===== src/rtl/rps_pkg.sv =====
// constants for the remappable pin select block
// Notes on behaviour
// Sixteen input-select and thirteen output-select registers exist.
// Writes to any remap register are dropped while the config lock is set.
// Input field value n (0..25) feeds the peripheral input from pin n.
// Input field value all ones feeds the peripheral input a constant low.
// Bits 12..8 of input register 0 pick the external interrupt 1 pin.
// Bits 12..8 of output register 12 pick the function driving pin 25.
// Bits 4..0 of output register 12 pick the function driving pin 24.
// Unimplemented remap register bits read zero and ignore writes.
// Output register 12 exists only in the large package variant.
// Output field value zero leaves the pin to ordinary port control.
package rps_pkg;
    // sizes
    localparam int NUM_IN_REGS  = 16;
    localparam int NUM_OUT_REGS = 13;
    localparam int NUM_IN_FLDS  = 32;
    localparam int NUM_PINS     = 26;
    localparam int NUM_FUNCS    = 32;
    localparam int FLD_W        = 5;
    localparam int ADDR_W       = 6;
    localparam int DATA_W       = 16;
    // field positions
    localparam int LO_LSB   = 0;
    localparam int HI_LSB   = 8;
    localparam int LOCK_BIT = 0;
    // register offsets (word index)
    localparam logic [5:0] IN_BASE      = 6'h00;
    localparam logic [5:0] OUT_BASE     = 6'h10;
    localparam logic [5:0] LOCK_ADDR    = 6'h20;
    localparam logic [5:0] PIN_LO_ADDR  = 6'h21;
    localparam logic [5:0] PIN_HI_ADDR  = 6'h22;
    localparam logic [5:0] OUT_CNT_FULL = 6'h0d;
    localparam logic [5:0] OUT_CNT_SMALL = 6'h0c;
    // reset values and codes
    localparam logic [4:0] IN_FLD_RST  = 5'h1f;
    localparam logic [4:0] OUT_FLD_RST = 5'h00;
    localparam logic       LOCK_RST    = 1'b0;
    localparam logic [4:0] GND_SEL     = 5'h1f;
    localparam logic [4:0] MAX_PIN_SEL = 5'h19;
    localparam logic [4:0] NO_FUNC     = 5'h00;
    // peripheral input slots (field index = 2*register + high half)
    localparam int EXT_IRQ1_SLOT   = 1;
    localparam int UART_A_RX_SLOT  = 14;
    localparam int UART_A_CTS_SLOT = 15;
    localparam int UART_B_RX_SLOT  = 16;
    localparam int UART_B_CTS_SLOT = 17;
endpackage


===== src/rtl/rps_top.sv =====
// remappable pin select: input and output routing with lockable registers
`timescale 1ns/1ns
`default_nettype none
module rps_top #(
    parameter bit HAS_OUT12 = 1'b1
) (
    // clock and reset
    input  wire logic        clk_sys,
    input  wire logic        srst,
    // register port
    input  wire logic [5:0]  bus_addr,
    input  wire logic [15:0] bus_wdata,
    input  wire logic        bus_wr,
    input  wire logic        bus_rd,
    output logic      [15:0] bus_rdata,
    // pins
    input  wire logic [25:0] pin_in,
    output logic      [25:0] pin_out,
    output logic      [25:0] pin_remap_en,
    // peripherals
    input  wire logic [31:0] periph_func_out,
    output logic      [31:0] periph_in,
    output logic             ext_irq1_in,
    output logic             uart_a_rx_in,
    output logic             uart_a_cts_in,
    output logic             uart_b_rx_in,
    output logic             uart_b_cts_in,
    output logic             pin_cfg_lock
);

////////////////////////////////////////////////////////////////////////////////
// storage
logic [31:0][4:0] in_fld_reg;
logic [31:0][4:0] in_fld_next;
logic [25:0][4:0] out_fld_reg;
logic [25:0][4:0] out_fld_next;
logic             lock_reg;
logic             lock_next;
logic [25:0]      sync1_reg;
logic [25:0]      sync2_reg;
logic [25:0]      sync3_reg;
logic [25:0]      pin_filt_reg;
logic [25:0]      pin_filt_next;
logic [31:0]      periph_in_reg;
logic [31:0]      periph_in_next;
logic [25:0]      pin_out_reg;
logic [25:0]      pin_out_next;
logic [25:0]      pin_en_reg;
logic [25:0]      pin_en_next;
logic [15:0]      rdata_reg;
logic [15:0]      rdata_next;

////////////////////////////////////////////////////////////////////////////////
// address decode
wire [5:0]  out_off   = bus_addr - rps_pkg::OUT_BASE;
wire [3:0]  in_idx    = bus_addr[3:0];
wire [3:0]  out_idx   = out_off[3:0];
wire [5:0]  out_cnt   = HAS_OUT12 ? rps_pkg::OUT_CNT_FULL
                                  : rps_pkg::OUT_CNT_SMALL;
wire        in_hit    = (bus_addr >= rps_pkg::IN_BASE) &&
                        (bus_addr < rps_pkg::OUT_BASE);
wire        out_hit   = (bus_addr >= rps_pkg::OUT_BASE) &&
                        (out_off < out_cnt);
wire        lock_hit  = (bus_addr == rps_pkg::LOCK_ADDR);
wire        plo_hit   = (bus_addr == rps_pkg::PIN_LO_ADDR);
wire        phi_hit   = (bus_addr == rps_pkg::PIN_HI_ADDR);
wire        wr_in     = bus_wr && in_hit && !lock_reg;
wire        wr_out    = bus_wr && out_hit && !lock_reg;
wire [4:0]  wd_lo     = bus_wdata[rps_pkg::LO_LSB +: rps_pkg::FLD_W];
wire [4:0]  wd_hi     = bus_wdata[rps_pkg::HI_LSB +: rps_pkg::FLD_W];

////////////////////////////////////////////////////////////////////////////////
// register write and read
assign lock_next = (bus_wr && lock_hit) ? bus_wdata[rps_pkg::LOCK_BIT]
                                        : lock_reg;

// only the two five-bit fields are stored; other bits read zero
wire [15:0] in_word  = {3'h0, in_fld_reg[{in_idx, 1'b1}],
                        3'h0, in_fld_reg[{in_idx, 1'b0}]};
wire [15:0] out_word = {3'h0, out_fld_reg[{out_idx, 1'b1}],
                        3'h0, out_fld_reg[{out_idx, 1'b0}]};
wire [15:0] rd_word  = in_hit   ? in_word :
                       out_hit  ? out_word :
                       lock_hit ? {15'h0000, lock_reg} :
                       plo_hit  ? pin_filt_reg[15:0] :
                       phi_hit  ? {6'h00, pin_filt_reg[25:16]} :
                       16'h0000;
assign rdata_next = bus_rd ? rd_word : 16'h0000;

genvar gi;
generate
    for (gi = 0; gi < rps_pkg::NUM_IN_FLDS; gi = gi + 1) begin : g_in_fld
        localparam logic [3:0] RIDX = 4'(gi / 2);
        localparam bit         HI   = (gi % 2) == 1;
        // sixteen input registers, two fields each; see
        assign in_fld_next[gi] = (wr_in && in_idx == RIDX) ?
                                 (HI ? wd_hi : wd_lo) : in_fld_reg[gi];
    end
    for (gi = 0; gi < rps_pkg::NUM_PINS; gi = gi + 1) begin : g_out_fld
        localparam logic [3:0] RIDX  = 4'(gi / 2);
        localparam bit         HI    = (gi % 2) == 1;
        localparam bit         AVAIL = (gi < 24) || HAS_OUT12;
        // pins 24 and 25 share register 12; see
        assign out_fld_next[gi] = (AVAIL && wr_out && out_idx == RIDX) ?
                                  (HI ? wd_hi : wd_lo) : out_fld_reg[gi];
    end
endgenerate

////////////////////////////////////////////////////////////////////////////////
// pin input filter: change taken once stages two and three agree
wire [25:0] sync_agree = ~(sync2_reg ^ sync3_reg);
assign pin_filt_next = (sync_agree & sync3_reg) |
                       (~sync_agree & pin_filt_reg);
wire [31:0] pin_ext  = {6'h00, pin_filt_reg};
wire [31:0] func_ext = {periph_func_out[31:1], 1'b0};

////////////////////////////////////////////////////////////////////////////////
// routing
generate
    for (gi = 0; gi < rps_pkg::NUM_IN_FLDS; gi = gi + 1) begin : g_in_route
        // pin n for codes 0..25, ground for all ones; see
        assign periph_in_next[gi] = (in_fld_reg[gi] == rps_pkg::GND_SEL) ?
                                    1'b0 : pin_ext[in_fld_reg[gi]];
    end
    for (gi = 0; gi < rps_pkg::NUM_PINS; gi = gi + 1) begin : g_out_route
        wire sel_any = (out_fld_reg[gi] != rps_pkg::NO_FUNC);
        // code zero releases the pin to port control; see
        assign pin_en_next[gi]  = sel_any;
        assign pin_out_next[gi] = sel_any & func_ext[out_fld_reg[gi]];
    end
endgenerate

////////////////////////////////////////////////////////////////////////////////
// flip-flops
always_ff @(posedge clk_sys) begin
    if (srst) begin
        in_fld_reg    <= {rps_pkg::NUM_IN_FLDS{rps_pkg::IN_FLD_RST}};
        out_fld_reg   <= {rps_pkg::NUM_PINS{rps_pkg::OUT_FLD_RST}};
        lock_reg      <= rps_pkg::LOCK_RST;
        rdata_reg     <= 16'h0000;
    end else begin
        in_fld_reg    <= in_fld_next;
        out_fld_reg   <= out_fld_next;
        lock_reg      <= lock_next;
        rdata_reg     <= rdata_next;
    end
end

always_ff @(posedge clk_sys) begin
    if (srst) begin
        sync1_reg     <= 26'h0000000;
        sync2_reg     <= 26'h0000000;
        sync3_reg     <= 26'h0000000;
        pin_filt_reg  <= 26'h0000000;
    end else begin
        sync1_reg     <= pin_in;
        sync2_reg     <= sync1_reg;
        sync3_reg     <= sync2_reg;
        pin_filt_reg  <= pin_filt_next;
    end
end

always_ff @(posedge clk_sys) begin
    if (srst) begin
        periph_in_reg <= 32'h00000000;
        pin_out_reg   <= 26'h0000000;
        pin_en_reg    <= 26'h0000000;
    end else begin
        periph_in_reg <= periph_in_next;
        pin_out_reg   <= pin_out_next;
        pin_en_reg    <= pin_en_next;
    end
end

////////////////////////////////////////////////////////////////////////////////
// outputs
assign bus_rdata     = rdata_reg;
assign pin_out       = pin_out_reg;
assign pin_remap_en  = pin_en_reg;
assign periph_in     = periph_in_reg;
assign ext_irq1_in   = periph_in_reg[rps_pkg::EXT_IRQ1_SLOT];
assign uart_a_rx_in  = periph_in_reg[rps_pkg::UART_A_RX_SLOT];
assign uart_a_cts_in = periph_in_reg[rps_pkg::UART_A_CTS_SLOT];
assign uart_b_rx_in  = periph_in_reg[rps_pkg::UART_B_RX_SLOT];
assign uart_b_cts_in = periph_in_reg[rps_pkg::UART_B_CTS_SLOT];
assign pin_cfg_lock  = lock_reg;

////////////////////////////////////////////////////////////////////////////////
// checks
a_out_reg_count: assert property (
    @(posedge clk_sys) disable iff (srst)
    bus_rd && bus_addr == 6'h1b |=> bus_rdata[4:0] == $past(out_fld_reg[22]))
    else $error("output register 11 does not read back");

a_lock_drops_wr: assert property (
    @(posedge clk_sys) disable iff (srst)
    bus_wr && lock_reg && bus_addr < 6'h20 |=>
        $stable(in_fld_reg) && $stable(out_fld_reg))
    else $error("remap register changed while locked");

a_wr_read_back: assert property (
    @(posedge clk_sys) disable iff (srst)
    (bus_wr && !lock_reg && bus_addr == 6'h03) ##1
    (bus_rd && bus_addr == 6'h03) |=>
        bus_rdata[12:8] == $past(bus_wdata[12:8], 2))
    else $error("unlocked write lost");

a_pin_route: assert property (
    @(posedge clk_sys) disable iff (srst)
    in_fld_reg[14] <= 5'h19 |=>
        periph_in_reg[14] == $past(pin_filt_reg[in_fld_reg[14]]))
    else $error("input not taken from selected pin");

a_ground_sel: assert property (
    @(posedge clk_sys) disable iff (srst)
    in_fld_reg[0] == 5'h1f ##1 in_fld_reg[0] == 5'h1f |=>
        periph_in_reg[0] == 1'b0 && $past(periph_in_reg[0]) == 1'b0)
    else $error("ground selection not low");

a_ext_irq1_sel: assert property (
    @(posedge clk_sys) disable iff (srst)
    (bus_wr && !lock_reg && bus_addr == 6'h00) |=>
        in_fld_reg[1] == $past(bus_wdata[12:8]) ##1
        ext_irq1_in == $past(pin_ext[in_fld_reg[1]]))
    else $error("external interrupt 1 pin select wrong");

a_pin25_func: assert property (
    @(posedge clk_sys) disable iff (srst)
    out_fld_reg[25] != 5'h00 |=>
        pin_en_reg[25] && pin_out_reg[25] ==
        $past(periph_func_out[out_fld_reg[25]]))
    else $error("pin 25 not driven by selected function");

a_pin24_func: assert property (
    @(posedge clk_sys) disable iff (srst)
    (bus_wr && !lock_reg && bus_addr == 6'h1c && HAS_OUT12) |=>
        out_fld_reg[24] == $past(bus_wdata[4:0]))
    else $error("pin 24 select not written from low field");

a_unimpl_zero: assert property (
    @(posedge clk_sys) disable iff (srst)
    bus_rd && bus_addr < 6'h20 |=>
        bus_rdata[15:13] == 3'h0 && bus_rdata[7:5] == 3'h0)
    else $error("unimplemented bits read nonzero");

a_small_pkg: assert property (
    @(posedge clk_sys) disable iff (srst)
    !HAS_OUT12 |-> out_fld_reg[24] == 5'h00 && out_fld_reg[25] == 5'h00 &&
        !pin_en_reg[24] && !pin_en_reg[25])
    else $error("register 12 active in small package");

a_idle_pin: assert property (
    @(posedge clk_sys) disable iff (srst)
    out_fld_reg[3] == 5'h00 |=> !pin_en_reg[3] && !pin_out_reg[3])
    else $error("pin driven with no function selected");

a_filter_hold: assert property (
    @(posedge clk_sys) disable iff (srst)
    sync2_reg[7] != sync3_reg[7] |=>
        pin_filt_reg[7] == $past(pin_filt_reg[7]))
    else $error("pin filter took a change before stages agreed");

a_filter_take: assert property (
    @(posedge clk_sys) disable iff (srst)
    sync2_reg[7] == sync3_reg[7] |=>
        pin_filt_reg[7] == $past(sync3_reg[7]))
    else $error("pin filter missed an agreed change");

a_lock_write: assert property (
    @(posedge clk_sys) disable iff (srst)
    bus_wr && bus_addr == 6'h20 |=> lock_reg == $past(bus_wdata[0]))
    else $error("lock bit not written");

a_spare_codes: assert property (
    @(posedge clk_sys) disable iff (srst)
    in_fld_reg[20] > 5'h19 |=> periph_in_reg[20] == 1'b0)
    else $error("spare input code did not give a low");

a_rdata_idle: assert property (
    @(posedge clk_sys) disable iff (srst)
    !bus_rd |=> bus_rdata == 16'h0000)
    else $error("read data not zero outside a read");

a_in_reg15_wr: assert property (
    @(posedge clk_sys) disable iff (srst)
    bus_wr && !lock_reg && bus_addr == 6'h0f |=>
        in_fld_reg[31] == $past(bus_wdata[12:8]))
    else $error("input register 15 not written");

a_pin24_drive: assert property (
    @(posedge clk_sys) disable iff (srst)
    out_fld_reg[24] != 5'h00 |=>
        pin_en_reg[24] && pin_out_reg[24] ==
        $past(periph_func_out[out_fld_reg[24]]))
    else $error("pin 24 not driven by selected function");

a_pin_readback: assert property (
    @(posedge clk_sys) disable iff (srst)
    bus_rd && bus_addr == 6'h22 |=> bus_rdata[15:10] == 6'h00)
    else $error("pin level word has nonzero upper bits");

endmodule
`default_nettype wire


===== config.mk =====
export PLATFORM = sky130hd
export DESIGN_NAME = rps_top
export DESIGN_NICKNAME = d
export VERILOG_FILES = /design/src/rtl/rps_pkg.sv /design/src/rtl/rps_top.sv
export SDC_FILE = /design/constraint.sdc
export NUM_CORES = 2
export LEC_CHECK = 0
export BUFFER_PORTS_ARGS = -buffer_cell sky130_fd_sc_hd__buf_2
export CAP_MARGIN = 20
export CORE_MARGIN = 1
export CORE_UTILIZATION = 40
export CTS_CLUSTER_SIZE = 14
export DETAILED_ROUTE_END_ITERATION = 8
export SLEW_MARGIN = 20
export SYNTH_ARGS = -nofsm -noshare
export SYNTH_HDL_FRONTEND = slang
export SYNTH_SLANG_ARGS = --single-unit
export TNS_END_PERCENT = 50

===== constraint.sdc =====
create_clock -name clk_sys -period 4.55 [get_ports clk_sys]
set_input_delay 0.6825 -clock clk_sys [delete_from_list [all_inputs] [get_ports clk_sys]]
set_output_delay 0.6825 -clock clk_sys [all_outputs]
set_load 0.05 [all_outputs]

==> impl_metrics.py <==
metrics = {
    "outcome": {
        "outcome": "complete, no violations",
    },
    "final_layout": {
        "instances_no_fill": 4268,
        "fillers": 7727,
        "seq_area_um2": 9940,
        "largest_reg_flops": 160,
        "final_area_um2": 35800,
        "final_layout_size_suffix_gt1_share_pct": 25.8,
        "flow.area_growth_from_synthesis_pct": 8.49,
        "design.final.nets": 3246,
        "multi_input_comb_area_um2": 20900,
    },
    "synthesis": {
        "async_flop_share_pct": 0,
        "synth_edf_count": 0,
        "synthesis.area_um2": 33000,
        "yosysUniqueCellTypes": 53,
        "yosysTopAreaCell": "sky130_fd_sc_hd__dfxtp_1",
        "syn_nets": 3406,
        "synthCells": 3322,
        "postSynth.topFlopCell": "sky130_fd_sc_hd__dfxtp_1",
        "synth_top_cell_area_share_pct": 30.1,
        "seq_area_frac_synth_pct": 30.1,
        "ys_seq_elements": 495,
        "syn-mean-instance-area_um2": 9.93,
        "synthesis.yosys.warnings": 0,
        "dominant_cells_by_area_after_synthesis": "sky130_fd_sc_hd__dfxtp_1 (30%), sky130_fd_sc_hd__mux4_2 (29%), sky130_fd_sc_hd__mux2i_1 (8.3%)",
    },
    "grt": {
        "grt_pass1_vias": 27269,
        "track_usage_pct": 30.1,
        "grt.overflow.total": 0,
        "grtUsageMet1_pct": 40.2,
        "grt_most_used_layer": "met2",
        "grt.met2_usage_pct": 42.4,
        "gr-usage-met3_pct": 11.8,
        "grt_first_pass_wirelength_um": 186000,
        "grt_max_degree": 106,
        "antenna_violations_before_repair": 18,
    },
    "routing": {
        "routedWlPerCell_um": 29.9,
        "drt-vias-per-instance": 6.82,
        "drt_drc_violations_left": 0,
        "finalWirelength_um": 127000,
        "route.antenna.remaining_nets": 0,
        "route.vias.total": 29117,
        "detail_route.iter0.violations": 3899,
        "drt_first_pass_iters": 6,
    },
    "worst_hold_path": {
        "holdCritStartpoint": "pin_in[19]",
        "worst_hold_path_type": "in -> reg",
        "worstHoldPathCells": 2,
        "worstHoldEndpoint": "sync1_reg[19]",
    },
    "place": {
        "place.port_buffers": 182,
        "dp_worst_setup_slack_ns": 1.38,
        "total_instance_count_after_detailed_placement": 4164,
        "dp.final_hpwl_um": 74400,
        "placed_area_um2": 33800,
        "gpl.final_weighted_congestion": 0.932,
    },
    "floorplan": {
        "floorplan.die_area_um2": 83600,
        "die_width_um": 289,
        "die_h_um": 289,
        "io_pins": 190,
        "row_count": 104,
        "core_area_um2": 81100,
        "initial_core_utilization_pct": 40.7,
    },
    "critical_path": {
        "critical-path-top-delay-family": "flip-flops",
        "worstPathCellList": "mux4_2 -> mux4_2 -> nor2_1 -> nor4_1",
        "crit_slowest_cell": "sky130_fd_sc_hd__dfxtp_2",
        "cp_max_fo": 35,
        "critPathMostFrequentCell": "sky130_fd_sc_hd__mux4_2",
        "cp_data_arrival_time_ns": 3.30,
        "worst_setup_path_end_kind": "flop",
        "worst_setup_path_start_kind": "flop",
        "worstSetupPathType": "reg -> reg",
        "timing.critical_path.buf_inv": 0,
        "rr_endpoint": "periph_in[16]",
        "length_in_cells_of_the_worst_reg_to_reg_path": 4,
        "critical-path-max-stage-delay_ns": 1.09,
        "setup.reg_to_reg.worst_slack_ns": 1.74,
        "worst_ep_required_time_ns": 5.04,
    },
    "cts": {
        "ctsRootBufferMaster": "sky130_fd_sc_hd__clkbuf_16",
        "cts_tree": "yes",
        "cts_buffer_depth": 3,
        "cts.repair.resized": 0,
        "cts_buffers": 56,
        "post_cts_buffers": 0,
        "cts_hold_buffers": 0,
        "cts.sinks": 495,
        "cts_htree_levels": 2,
        "clock_insertion_delay_worst_skew_ns": 0.68,
        "clk_pin_slew_ns": 0.06,
    },
    "sta": {
        "max_freq_ghz": 0.356,
        "final.setup_skew_ns": 0.0652,
        "rsz_0062_raised_after_global_routing": "no",
        "layout_setup_ws_ns": 1.74,
        "timing_hold_violations_final": 0,
        "timing.slew.headroom_pct": 17.3,
        "layout_min_cycle_time_ns": 2.81,
        "worst_slew_pin_slew_ns": 1.24,
        "layout_worst_path_cycle_share_pct": 61.8,
        "max_slew_violation_total_from_the_final_report": 0,
        "setup_viol": 0,
        "fin_tns_setup_ns": 0,
    },
    "run": {
        "max_cap_violations": 0,
    },
    "power_and_ir_drop": {
        "vdd_ir_drop_max_uv": 289,
        "power_density_nw_per_um2": 286,
        "power.static_leakage_nw": 13.0,
    },
}
-- through the flow --
stage,total power (W),utilization (%),hold slack (ns)
final,0.0102,44.1,0.216
after CTS,0.0103,44.1,0.191
after global placement,0.00541,41.7,0.420
after floorplan,0.00507,-,0.414
after detailed placement,0.00542,41.7,0.420
after global routing,0.0105,44.1,0.198
-- power breakdown --
| part | total (W) | switching [W] | internal, W |
|---|---|---|---|
| sequential | 0.00445 | 0.0000658 | 0.00438 |
| combinational | 0.000909 | 0.000613 | 0.000296 |
| clock | 0.00489 | 0.00204 | 0.00285 |
-- kinds of logic after synthesis --
group                  count (synthesis)  synth area share (%)
AND/OR/NAND/NOR                     1072                  15.0
multiplexers                         736                  38.8
buffers and inverters                530                  6.61
flip-flops                           495                  30.1
AO/OA/AOI/OAI                        489                  9.56
-- cell usage after synthesis, types with 2 or more instances --
master                        n
sky130_fd_sc_hd__nand3b_1    12
sky130_fd_sc_hd__mux4_2     430
sky130_fd_sc_hd__o221ai_1     8
sky130_fd_sc_hd__nand2_1    454
sky130_fd_sc_hd__a221oi_1    22
sky130_fd_sc_hd__a31oi_1     16
sky130_fd_sc_hd__nand4_1      2
sky130_fd_sc_hd__o22ai_1     18
sky130_fd_sc_hd__o2111ai_1    8
sky130_fd_sc_hd__a32o_1       8
sky130_fd_sc_hd__nor2b_1    134
sky130_fd_sc_hd__nor2_1     173
sky130_fd_sc_hd__nor3_2       2
sky130_fd_sc_hd__mux2i_1    272
sky130_fd_sc_hd__a2111oi_0   35
sky130_fd_sc_hd__o211ai_1    64
sky130_fd_sc_hd__inv_1       81
sky130_fd_sc_hd__o31ai_1      2
sky130_fd_sc_hd__nor2_2       3
sky130_fd_sc_hd__buf_1       22
sky130_fd_sc_hd__nor3_1      32
sky130_fd_sc_hd__a21oi_1    184
sky130_fd_sc_hd__buf_4       19
sky130_fd_sc_hd__dfxtp_1    495
sky130_fd_sc_hd__o21ai_0     63
sky130_fd_sc_hd__nor4_2       2
sky130_fd_sc_hd__nor4b_1      4
sky130_fd_sc_hd__nand3_1    196
sky130_fd_sc_hd__a22oi_1     15
sky130_fd_sc_hd__o21a_1      14
sky130_fd_sc_hd__a211oi_1    11
sky130_fd_sc_hd__nor4_1      33
sky130_fd_sc_hd__nand2b_1     5
sky130_fd_sc_hd__a311oi_1     8
sky130_fd_sc_hd__o311ai_0     8
sky130_fd_sc_hd__or3b_1       3
sky130_fd_sc_hd__and2_1       5
sky130_fd_sc_hd__nor4b_2      2
sky130_fd_sc_hd__a221o_1      2
sky130_fd_sc_hd__and3_1       3
sky130_fd_sc_hd__clkbuf_1   313
sky130_fd_sc_hd__mux2_2      34
sky130_fd_sc_hd__or3_1        3
sky130_fd_sc_hd__buf_2       93
-- cell usage in the layout (no fill, tap or decap), types with 11 or more instances in the layout --
cell and count:
sky130_fd_sc_hd__nor4_1 33, sky130_fd_sc_hd__inv_1 81, sky130_fd_sc_hd__buf_4 50, sky130_fd_sc_hd__nand3_1 196
sky130_fd_sc_hd__a21oi_1 184, sky130_fd_sc_hd__a2111oi_0 35, sky130_fd_sc_hd__nor2_1 171, sky130_fd_sc_hd__clkbuf_16 56
sky130_fd_sc_hd__nor3_1 31, sky130_fd_sc_hd__clkinv_2 13, sky130_fd_sc_hd__o211ai_1 64, sky130_fd_sc_hd__o21ai_0 63
sky130_fd_sc_hd__a221oi_1 22, sky130_fd_sc_hd__clkbuf_1 11, sky130_fd_sc_hd__a211oi_1 11, sky130_fd_sc_hd__nand2_1 454
sky130_fd_sc_hd__a31oi_1 16, sky130_fd_sc_hd__dfxtp_1 472, sky130_fd_sc_hd__mux4_2 430, sky130_fd_sc_hd__nor2b_1 132
sky130_fd_sc_hd__o21a_1 14, sky130_fd_sc_hd__buf_2 177, sky130_fd_sc_hd__o22ai_1 18, sky130_fd_sc_hd__a22oi_1 15
sky130_fd_sc_hd__dfxtp_2 23, sky130_fd_sc_hd__mux2_2 34, sky130_fd_sc_hd__mux2i_1 272, sky130_fd_sc_hd__nand3b_1 12
-- worst max-delay path by stage --
stage	end	slack (ns)	cells past startpoint
final	periph_in[16]	1.74	4
after global routing	periph_in[16]	1.74	4
after CTS	periph_in[16]	1.85	4
after detailed placement	bus_rdata[4]	1.38	6
after global placement	bus_rdata[4]	1.36	6
after floorplan	bus_rdata[11]	2.38	8
-- layer usage --
layer	routed length, um	vias up
li1	-	12043
met1	47500	14208
met2	52700	2332
met3	20000	504
met4	7020	30
met5	195	-
-- area by class of cell --
| cell class | count | area share, % |
|---|---|---|
| Multi-Input combinational cell | 2297 | 58.5 |
| Sequential cell | 495 | 27.8 |
| Clock buffer | 74 | 4.30 |
| Tap cell | 1060 | 3.71 |
| Timing Repair Buffer | 230 | 3.65 |
| Clock inverter | 29 | 1.18 |
| Inverter | 82 | 0.874 |
| Antenna cell | 1 | 0.00699 |
-- worst reg2reg max path: cells and delay by family (launching register included) --
family        cells  cell delay [ns]
flops             1             1.09
simple gates      2             0.86
mux               2             0.68
No activity file was read; power rests on OpenSTA's default activity.
